--- config.mk ---
export PLATFORM = sky130hd
export DESIGN_NAME = pbs_sequencer
export DESIGN_NICKNAME = d
export VERILOG_FILES = /design/src/hdl/pbs_pkg.sv /design/src/hdl/pbs_tick.sv /design/src/hdl/pbs_sequencer.sv
export SDC_FILE = /design/constraint.sdc
export NUM_CORES = 1
export LEC_CHECK = 0
export BUFFER_PORTS_ARGS = -buffer_cell sky130_fd_sc_hd__buf_4
export CAP_MARGIN = 10
export CORE_MARGIN = 2
export CORE_UTILIZATION = 45
export DETAILED_ROUTE_END_ITERATION = 16
export GPL_ROUTABILITY_DRIVEN = 0
export GPL_TIMING_DRIVEN = 0
export PLACE_DENSITY = 0.7
export SLEW_MARGIN = 15
export SYNTH_ARGS = -nofsm -noshare
export SYNTH_HDL_FRONTEND = slang
export SYNTH_SLANG_ARGS = --single-unit
--- constraint.sdc ---
create_clock -name clock -period 3.13 [get_ports clock]
set_input_delay 0.626 -clock clock [delete_from_list [all_inputs] [get_ports clock]]
set_output_delay 0.626 -clock clock [all_outputs]
set_load 0.05 [all_outputs]
--- src/hdl/pbs_pkg.sv ---
// Purpose: shared constants and types of the pushbutton power sequencer
// Assumes: 250 MHz system clock, 1 ms internal timebase
// Notes:   timing figures are kept as printed, cycle counts derived here

package pbs_pkg;

    ////////////////////////////////////////////////////////////////////////
    // clock and timebase
    localparam int CLK_PERIOD_PS = 4000;
    localparam int TICK_NS = 1000000;
    // cycles per 1 ms tick, exact division
    localparam int TICK_CYC_DEF = TICK_NS * 1000 / CLK_PERIOD_PS;

    ////////////////////////////////////////////////////////////////////////
    // sequence times in ms (one tick each)
    localparam int DB_MS = 32;
    localparam int BLANK_MS = 512;
    localparam int PDOWN_MS = 1024;
    localparam int LOCK_MS = 256;

    // least cut-input low time; a least time rounds up
    localparam int KILL_PW_NS = 30000;
    localparam int KILL_CYC_DEF =
        (KILL_PW_NS * 1000 + CLK_PERIOD_PS - 1) / CLK_PERIOD_PS;

    ////////////////////////////////////////////////////////////////////////
    // widths
    localparam int CNT_W = 16;
    localparam int EXT_W_DEF = 8;

    // timer end values, counted in ticks from zero
    localparam logic [CNT_W-1:0] DB_TGT = 16'h0020;
    localparam logic [CNT_W-1:0] BLANK_END = CNT_W'(BLANK_MS - 1);
    localparam logic [CNT_W-1:0] PDOWN_END = CNT_W'(PDOWN_MS - 1);
    localparam logic [CNT_W-1:0] LOCK_END = CNT_W'(LOCK_MS - 1);

    ////////////////////////////////////////////////////////////////////////
    // sequencer states
    typedef enum logic [6:0] {
        ST_IDLE = 7'h01,   // off, waiting for a press
        ST_BLANK = 7'h02,  // on, cut input and button ignored
        ST_RELDB = 7'h04,  // on, debouncing button release
        ST_ON = 7'h08,     // on, watching for turn-off press
        ST_PDOWN = 7'h10,  // shutdown request low, timer runs
        ST_LOCK = 7'h20,   // off, button locked out
        ST_OFFREL = 7'h40  // off, debouncing button release
    } pbs_state_t;

    // open-drain pin: out value and enable (high while pulling)
    typedef struct packed {
        logic out;
        logic oe;
    } pbs_od_t;

    // whole state of the sequencer
    typedef struct packed {
        pbs_state_t st;
        logic [CNT_W-1:0] cnt;
        logic [CNT_W-1:0] klo;
        logic kill_low;
        logic en_on;
        pbs_od_t pwr;
        pbs_od_t req;
    } pbs_regs_t;

    // reset values; positive variant pulls its output low when off
    localparam pbs_regs_t PBS_RST_POS = '{st: ST_IDLE, cnt: 16'h0000,
        klo: 16'h0000, kill_low: 1'b0, en_on: 1'b0,
        pwr: '{out: 1'b0, oe: 1'b1}, req: '{out: 1'b0, oe: 1'b0}};
    localparam pbs_regs_t PBS_RST_NEG = '{st: ST_IDLE, cnt: 16'h0000,
        klo: 16'h0000, kill_low: 1'b0, en_on: 1'b0,
        pwr: '{out: 1'b0, oe: 1'b0}, req: '{out: 1'b0, oe: 1'b0}};

endpackage : pbs_pkg

--- src/hdl/pbs_tick.sv ---
// Purpose: divider making the one-cycle 1 ms timebase enable
// Assumes: CYC system cycles per tick
// Notes:   free running from reset release

`timescale 1ns/1ps

module pbs_tick import pbs_pkg::*; #(
    parameter int CYC = TICK_CYC_DEF
) (
    input wire logic clock,
    input wire logic rst_b,
    output logic tick
);

    localparam int CW = $clog2(CYC);

    typedef struct packed {
        logic [CW-1:0] div;
        logic tick;
    } pbs_tick_t;

    pbs_tick_t r;
    pbs_tick_t next_r;

    generate
        if (CYC < 2) begin : g_bad_cyc
            $error("pbs_tick: CYC must be at least 2");
        end
    endgenerate

    ////////////////////////////////////////////////////////////////////////
    // count down, pulse when wrapping
    always_comb begin
        next_r = r;
        next_r.tick = (r.div == '0);
        if (r.div == '0) begin
            next_r.div = CW'(CYC - 1);
        end else begin
            next_r.div = r.div - 1'b1;
        end
    end

    always_ff @(posedge clock or negedge rst_b) begin
        if (!rst_b) begin
            r <= '0;
        end else begin
            r <= next_r;
        end
    end

    assign tick = r.tick;

endmodule : pbs_tick

--- src/hdl/pbs_sequencer.sv ---
// Purpose: pushbutton on/off power sequencer with processor handshake
// Assumes: all inputs synchronous to clock; 1 ms internal timebase
// Notes:   open-drain pins appear as out/oe pairs, oe high while pulling
//
// Behaviour
// - reset leaves converter off: positive variant pulls power output low, negative releases it
// - turn on after 32 ms plus extension low
// - button high during turn-on resets timer
// - no extension means a 32 to 33 ms debounce (33 ticks)
// - power-on assertion starts 512 ms blanking timer
// - blanking ignores cut input and button
// - cut input low at blanking end aborts
// - debounce button release 32 ms after blanking, power-off
// - turn-off after 32 ms plus extension low
// - button high during turn-off resets timer
// - valid turn-off lowers request, starts 1024 ms
// - power-down timeout with cut high releases output
// - cut low in power-down releases, cancels timer
// - cut low after blanking releases power output
// - open drain output, polarity chosen by variant
// - after power-off wait for new press
// - 256 ms button lockout after cut release
// - cut input low must last 30 us

`timescale 1ns/1ps

module pbs_sequencer import pbs_pkg::*; #(
    parameter bit NEG_EN = 1'b0,
    parameter int EXT_W = EXT_W_DEF,
    parameter int TICK_CYC = TICK_CYC_DEF,
    parameter int KILL_CYC = KILL_CYC_DEF
) (
    input wire logic clock,
    input wire logic rst_b,
    input wire logic push_button_n,
    input wire logic kill_n,
    input wire logic [EXT_W-1:0] on_time_extend,
    input wire logic [EXT_W-1:0] off_time_extend,
    output pbs_od_t power_on,
    output pbs_od_t shutdown_req_n
);

    localparam pbs_regs_t REGS_RST = NEG_EN ? PBS_RST_NEG : PBS_RST_POS;
    localparam logic [CNT_W-1:0] KILL_END = CNT_W'(KILL_CYC - 1);

    pbs_regs_t r;
    pbs_regs_t next_r;
    logic tick;
    logic [CNT_W-1:0] on_tgt;
    logic [CNT_W-1:0] off_tgt;

    ////////////////////////////////////////////////////////////////////////
    // parameter checks; counters are 16 bits wide
    generate
        if (EXT_W < 1 || EXT_W > 14) begin : g_bad_ext
            $error("pbs_sequencer: EXT_W must be 1 to 14");
        end
        if (KILL_CYC < 1 || KILL_CYC > 65535) begin : g_bad_kill
            $error("pbs_sequencer: KILL_CYC must be 1 to 65535");
        end
    endgenerate

    ////////////////////////////////////////////////////////////////////////
    // timebase
    pbs_tick #(
        .CYC(TICK_CYC)
    ) u_tick (
        .clock(clock),
        .rst_b(rst_b),
        .tick(tick)
    );

    // debounce targets: fixed 32 ticks plus extension ticks
    assign on_tgt = DB_TGT + CNT_W'(on_time_extend);
    assign off_tgt = DB_TGT + CNT_W'(off_time_extend);

    ////////////////////////////////////////////////////////////////////////
    // release power and the request, move to an off state
    function automatic pbs_regs_t power_off(input pbs_regs_t cur,
                                            input pbs_state_t to);
        pbs_regs_t res;
        res = cur;
        res.st = to;
        res.cnt = '0;
        res.en_on = 1'b0;
        res.req.oe = 1'b0;
        return res;
    endfunction : power_off

    ////////////////////////////////////////////////////////////////////////
    // next state
    always_comb begin
        next_r = r;
        // cut input filter: act only on a low held KILL_CYC samples
        if (kill_n) begin
            next_r.klo = '0;
        end else if (r.klo != KILL_END) begin
            next_r.klo = r.klo + 1'b1;
        end
        next_r.kill_low = !kill_n && (r.klo == KILL_END);

        case (r.st)
            ST_IDLE: begin
                // timer counts only while the press is unbroken
                if (push_button_n) begin
                    next_r.cnt = '0;
                end else if (tick) begin
                    if (r.cnt == on_tgt) begin
                        next_r.st = ST_BLANK;
                        next_r.cnt = '0;
                        next_r.en_on = 1'b1;
                    end else begin
                        next_r.cnt = r.cnt + 1'b1;
                    end
                end
            end
            ST_BLANK: begin
                // neither input is looked at until the last tick
                if (tick) begin
                    if (r.cnt != BLANK_END) begin
                        next_r.cnt = r.cnt + 1'b1;
                    end else if (r.kill_low) begin
                        next_r = power_off(r, ST_LOCK);
                    end else begin
                        next_r.st = ST_RELDB;
                        next_r.cnt = '0;
                    end
                end
            end
            ST_RELDB: begin
                if (r.kill_low) begin
                    next_r = power_off(r, ST_LOCK);
                end else if (!push_button_n) begin
                    next_r.cnt = '0;
                end else if (tick) begin
                    if (r.cnt == DB_TGT) begin
                        next_r.st = ST_ON;
                        next_r.cnt = '0;
                    end else begin
                        next_r.cnt = r.cnt + 1'b1;
                    end
                end
            end
            ST_ON: begin
                if (r.kill_low) begin
                    next_r = power_off(r, ST_LOCK);
                end else if (push_button_n) begin
                    next_r.cnt = '0;
                end else if (tick) begin
                    if (r.cnt == off_tgt) begin
                        next_r.st = ST_PDOWN;
                        next_r.cnt = '0;
                        next_r.req.oe = 1'b1;
                    end else begin
                        next_r.cnt = r.cnt + 1'b1;
                    end
                end
            end
            ST_PDOWN: begin
                // host answer wins over the timeout
                if (r.kill_low) begin
                    next_r = power_off(r, ST_LOCK);
                end else if (tick) begin
                    if (r.cnt == PDOWN_END) begin
                        next_r = power_off(r, ST_OFFREL);
                    end else begin
                        next_r.cnt = r.cnt + 1'b1;
                    end
                end
            end
            ST_LOCK: begin
                // button ignored while the supply decays
                if (tick) begin
                    if (r.cnt == LOCK_END) begin
                        next_r.st = ST_OFFREL;
                        next_r.cnt = '0;
                    end else begin
                        next_r.cnt = r.cnt + 1'b1;
                    end
                end
            end
            ST_OFFREL: begin
                // a held button must go high before a new press counts
                if (!push_button_n) begin
                    next_r.cnt = '0;
                end else if (tick) begin
                    if (r.cnt == DB_TGT) begin
                        next_r.st = ST_IDLE;
                        next_r.cnt = '0;
                    end else begin
                        next_r.cnt = r.cnt + 1'b1;
                    end
                end
            end
            default: begin
                next_r = REGS_RST;
            end
        endcase

        // open-drain pins: positive variant pulls low when off
        next_r.pwr.out = 1'b0;
        next_r.pwr.oe = NEG_EN ? next_r.en_on : !next_r.en_on;
        next_r.req.out = 1'b0;
    end

    ////////////////////////////////////////////////////////////////////////
    // state register; reset holds the converter off
    always_ff @(posedge clock or negedge rst_b) begin
        if (!rst_b) begin
            r <= REGS_RST;
        end else begin
            r <= next_r;
        end
    end

    assign power_on = r.pwr;
    assign shutdown_req_n = r.req;
endmodule : pbs_sequencer

======== After elaboration in Yosys (flattened, before gate mapping) ========
Index checks and enable logic that the tools add are counted.
cells by class
  order comparisons ....................... 0
  multiply operators ...................... 0
  reductions and logical operators ........ 10
  mux-type cells .......................... 50
  divide/modulo/power cells ............... 0
  eq/ne operators ......................... 40
  bitwise operators ....................... 1
  shifts and indexed selects .............. 0
  add/subtract/negate cells ............... 5
operator list
  cell                                                   number
  two-way mux 16 bit                                     12
  two-way mux 23 bit                                     7
  case mux 23 bit (7 select lines)                       1
  two-way mux 45 bit                                     3
  two-way mux 22 bit                                     4
  case mux 17 bit (5 select lines)                       1
  two-way mux 7 bit                                      11
  adder 16 x 1 -> 16 bit, second input constant          2
  equality test 16 x 9 -> 1 bit                          2
  two-way mux 21 bit                                     1
  adder 6 x 8 -> 9 bit, first input constant             2
  logical NOT 18 bit                                     1
  two-way mux 18 bit                                     1
  != test 3 bit, second input constant                   6
  AND reduction 18 bit                                   1
  subtractor 18 x 1 -> 18 bit, second input constant     1
  equality test 16 x 10 -> 1 bit, second input constant  1
  equality test 16 x 13 -> 1 bit, second input constant  1
  equality test 16 x 6 -> 1 bit, second input constant   1
  equality test 16 x 8 -> 1 bit, second input constant   1
  != test 16 x 13 -> 1 bit, second input constant        1
  != test 16 x 9 -> 1 bit, second input constant         1
  != test 2 bit, second input constant                   8
  != test 3 x 2 -> 1 bit, second input constant          5
  20 further kinds                                       31
storage, ports and cells
  input bits .............................. 20
  bits in read-only memories .............. 0
  RAM bits ................................ 0
  latch bits .............................. 0
  bits in registers ....................... 62
  memories kept ........................... 0

======== Logic depth before layout (Yosys ltp) ========
  depth after elaboration ................. 8
  gate-level depth with buffers ........... 10
  gate-level depth less buffers ........... 9

======== Cells and area by module ========
Synthesis repeated with hierarchy kept, for this count alone.
unflattened totals
  cells, all modules ...................... 447
  area, all modules ....................... 3,952.5 um^2
modules (own cells, without submodules)
  module         area each (um^2)  cells each  times used
  pbs_sequencer  3,066.7           368         1
  pbs_tick       885.8             79          1

======== Worst setup path after synthesis ========
Ideal clock, no wire load.
  path type ............................... input -> register
  from .................................... in off_time_extend[5]
  to ...................................... reg r[39] (netlist name)
  path buffers ............................ 1
  data arrival time ....................... 3.141 ns
  slack ................................... -0.136 ns
  stages on the path ...................... 9
  data required time ...................... 3.005 ns
  cell sequence ........................... ha_1 xor2_1 or3_2 a2111oi_4 nor2_1 a2111o_1 or4_1 buf_6 mux2_4
between the ends
  cells in the longest elaborated chain, start to end .. 4
ends and longest elaborated chain
  what                            RTL line              text
  start: declaration              pbs_sequencer.sv:38   input wire logic [EXT_W-1:0] off_time_extend,
  adder 6 x 8 -> 9 bit            pbs_sequencer.sv:75   assign off_tgt = DB_TGT + CNT_W'(off_time_extend);
  equality test 16 x 9 -> 1 bit   pbs_sequencer.sv:150  if (r.cnt == off_tgt) begin
  != test 3 bit (no line)         n/a
  AND reduction 18 bit (no line)  n/a
  end signal: assignment          pbs_sequencer.sv:212  r <= next_r;
  end: declaration                pbs_sequencer.sv:46   pbs_regs_t r;
No other way between the ends.
A chain may end at the register's enable or synchronous reset.

======== Worst setup path after layout ========
  from .................................... in off_time_extend[5]
  to ...................................... reg r[40] (netlist name)
Same word-level chain as after synthesis.

==> summary.md <==
| Metric | Value |
|---|---|
| Area Overhead vs Synth | `15.0%` |
| H-tree Lvls | `3` |
| Number of fill cells | `786` |
| Via Count | `3477` |
| Worst EP required | `3.36 ns` |
| Synth unique cells | `64` |
| Remaining DRCs | `0` |
| # Post-CTS Setup Buffers | `0` |
| Fin. max-slew vios | `0` |
| Share of layout cells above drive strength 1 | `between 10% and 20%` |
| Area leader, netlist | `dfrtp_1` |
| Vias in the first global route | `3317` |
| Hold Fails Final Rpt | `0` |
| Post-place setup slack | `-0.177 ns` |
| Final setup fails | `0` |
| Antenna violations before repair | `0` |
| ANT cells | `0` |
| Clock transition at path regs | `0.07 ns` |
| Critical path class | `in2reg` |
| DIE AREA | `9530 um2` |
| Max Fclk | `approximately 340 MHz` |
| Die width | `97.6 um` |
| Number of buffers created by CTS | `9` |
| Slowest-stage cell, CP | `a2111o_1` |
| Synthesized area per cell | `8.85 um2` |
| Pwr dens | `396 nW/um2` |
| Core ar. | `~8600 um2` |
| Row cnt | `34` |
| Worst Hold Margin | `~0.36 ns` |
| Port buffer count | `21` |
| Yosys warns | `0` |
| Clk_lat worst skew | `0.35 ns` |
| Post-layout instance count excluding filler cells | `592` |
| Total grt overflow | `0` |
| First-pass GRT wire length | `15600 um` |
| Initial Utilization | `45.9%` |
| CP Capture Type | `flop` |
| Commonest non-fill, non-tap cell in the layout | `dfrtp_1` |
| RSZ-0062 raised after global routing | `no` |
| Share of the yosys chip area belonging to registers | `39.4%` |
| Final period util | `95.3%` |
| Clock tree sinks | `62` |
| P_leak | `1.91 nW` |
| Number of synthesized register bits | `62` |
| Setup_tns | `0 ns` |
| Crit path max fanout | `6` |
| Via/cell ratio | `5.87` |
| Final Power | `0.00180 W` |
| Async set-reset flop share out of synthesis | `between 90% and 100%` |
| Iteration-0 DRC Markers | `244` |
| Post-route setup slack | `between 0.1 and 0.15 ns` |
| Io pins | `24` |
| CTS Root Cell | `clkbuf_8` |
| Critical path startpoint category | `primary input` |
| Worst path cell trace | `buf_4 > ha_1 > xor2_1 > or3_4 > a2111oi_4 > nor2_1 > a2111o_1 > or4_1 > buf_6 > mux2_4` |
| Top cells by area, synth | `dfrtp_1 (38%), nor2_1 (4.5%), xnor2_1 (4.2%)` |
| Worst r2r src | `r[26]` |
| Number of synthesized flops with an enable pin | `0` |
| Reg area | `1550 um2` |
| Area occupied by multi-input gates | `between 2000 and 2500 um2` |
| CTS Buffer Depth | `2` |
| Synth top area share | `38.0%` |
| ANT nets after route | `0` |
| Tightest Pin Transition | `0.802 ns` |
| Routed wire length per instance | `15.1 um` |
| Arr. time, crit path | `~3.2 ns` |
| Die Y | `97.6 um` |
| Worst relative slew slack | `roughly 47%` |
| Min-delay worst type | `in2async` |
| Ys flop type | `dfrtp_1` |
| Peak supply drop | `0.255 mV` |
| Placed Instances | `576` |
| Nets | `roughly 510` |
| Largest net degree at the start of global routing | `63` |
| CP Launch Point | `off_time_extend[5]` |
| Cell count after synthesis | `446` |
| DRT Wirelength | `around 9000 um` |
| Netlist Area Pre-Place | `3950 um2` |
| CTS tree | `built` |
| Max-cap viol count | `0` |
| Worst path max stage delay | `0.43 ns` |
| DP HPWL | `6190 um` |
| Tmin final | `between 2 and 3 ns` |
| Clock Skew | `0.0103 ns` |
| Status | `finished clean` |
| TritonRoute pass-1 iters | `4` |
| Global-route total usage across every layer | `19.6%` |
| Most frequent cells in the layout | `dfrtp_1 (60), nor2_1 (43), nand2_1 (37)` |
## final timing paths
kind | end | slack, ns | cells after the start
min in group clock | u_tick.r[1] | 0.45 | 1
min | r[41] | 0.36 | 1
max | r[40] | 0.15 | 10
max in group asynchronous | r[33] | 2.23 | 1
min reg2reg | u_tick.r[1] | 0.45 | 1
max reg2reg | r[40] | 0.15 | 9
## critical path, delay by kind of cell
family / cells / cell delay [ns]
simple gates: 3 / 0.85
compound gates: 2 / 0.78
buf+inv: 2 / 0.29
mux: 1 / 0.29
fa+ha+maj: 1 / 0.20
xor+xnor: 1 / 0.17
## final cells by class
type	instances	area share, %
Clock inverter	7	2.26
Sequential cell	62	34.2
Buffer	23	3.03
Inverter	16	1.32
Tap cell	108	2.98
Multi-Input combinational cell	346	50.0
Timing Repair Buffer	21	3.47
Clock buffer	9	2.73
## where the power goes
| group | internal [W] | leakage (nW) | total (W) | switching [W] |
|---|---|---|---|---|
| Combinational | 0.0000634 | 1.00 | 0.000153 | 0.0000898 |
| Clock | 0.000459 | 0.111 | 0.000814 | 0.000355 |
| Sequential | 0.000812 | 0.791 | 0.000828 | 0.0000161 |
| Total | 0.00133 | 1.91 | 0.00180 | 0.000461 |
## metal layers
layer  GRT usage, %  share of wire, %  up-vias
met4           6.84               1.7        0
met1           27.2                47     1673
met5              0                 0        -
met2           30.6                46       97
met3           3.88               4.8       15
li1               -                 -     1692
## through the flow
stage / util [%] / area (um2)
2_1_floorplan: - / 3950
3_3_place_gp: 49.4 / 4250
3_5_place_dp: 49.4 / 4250
4_1_cts: 52.1 / 4480
5_1_grt: 52.8 / 4540
6_report: 52.8 / 4540
## cells in the mapped netlist (3+ instances only)
library cell	n
nor3_1	25
nor2_1	47
nand4b_1	5
and3_1	5
o21ai_0	21
a31oi_1	18
clkbuf_1	13
nor2b_1	4
o2bb2ai_1	3
xor2_1	14
or2_2	6
ha_1	6
nor4b_1	4
nand3b_1	3
nand3_1	18
buf_4	4
or4_1	9
a22o_1	4
nand2_1	37
nand4_1	10
dfrtp_1	60
mux2i_1	6
or3_1	7
a21oi_1	20
inv_1	15
nor4_1	7
mux2_4	5
xnor2_1	19
o22ai_1	6
## logic make-up after synthesis
| family | count (synthesis) | synth area share, % |
|---|---|---|
| compound gates | 93 | 15.7 |
| xor+xnor | 33 | 7.32 |
| fa+ha+maj | 6 | 1.90 |
| buf+inv | 39 | 4.98 |
| flops | 62 | 39.4 |
| mux | 12 | 3.71 |
| other cells | 1 | 0.0950 |
| simple gates | 200 | 26.9 |
## repair_timing
item / in CTS / in global routing
hold buffers: 0 / 0
setup endpoints to repair: 14 / 33
hold endpoints to repair: 0 / 0
gates resized for setup: 2 / 13
pin swaps: 0 / 1
## state kept, by name (all words and copies together), names as in the netlist
signal,cells
r,41
power_on,1
shutdown_req_n,1
u_tick.tick,1
u_tick.r,18
(Power assumes the default switching activity.)
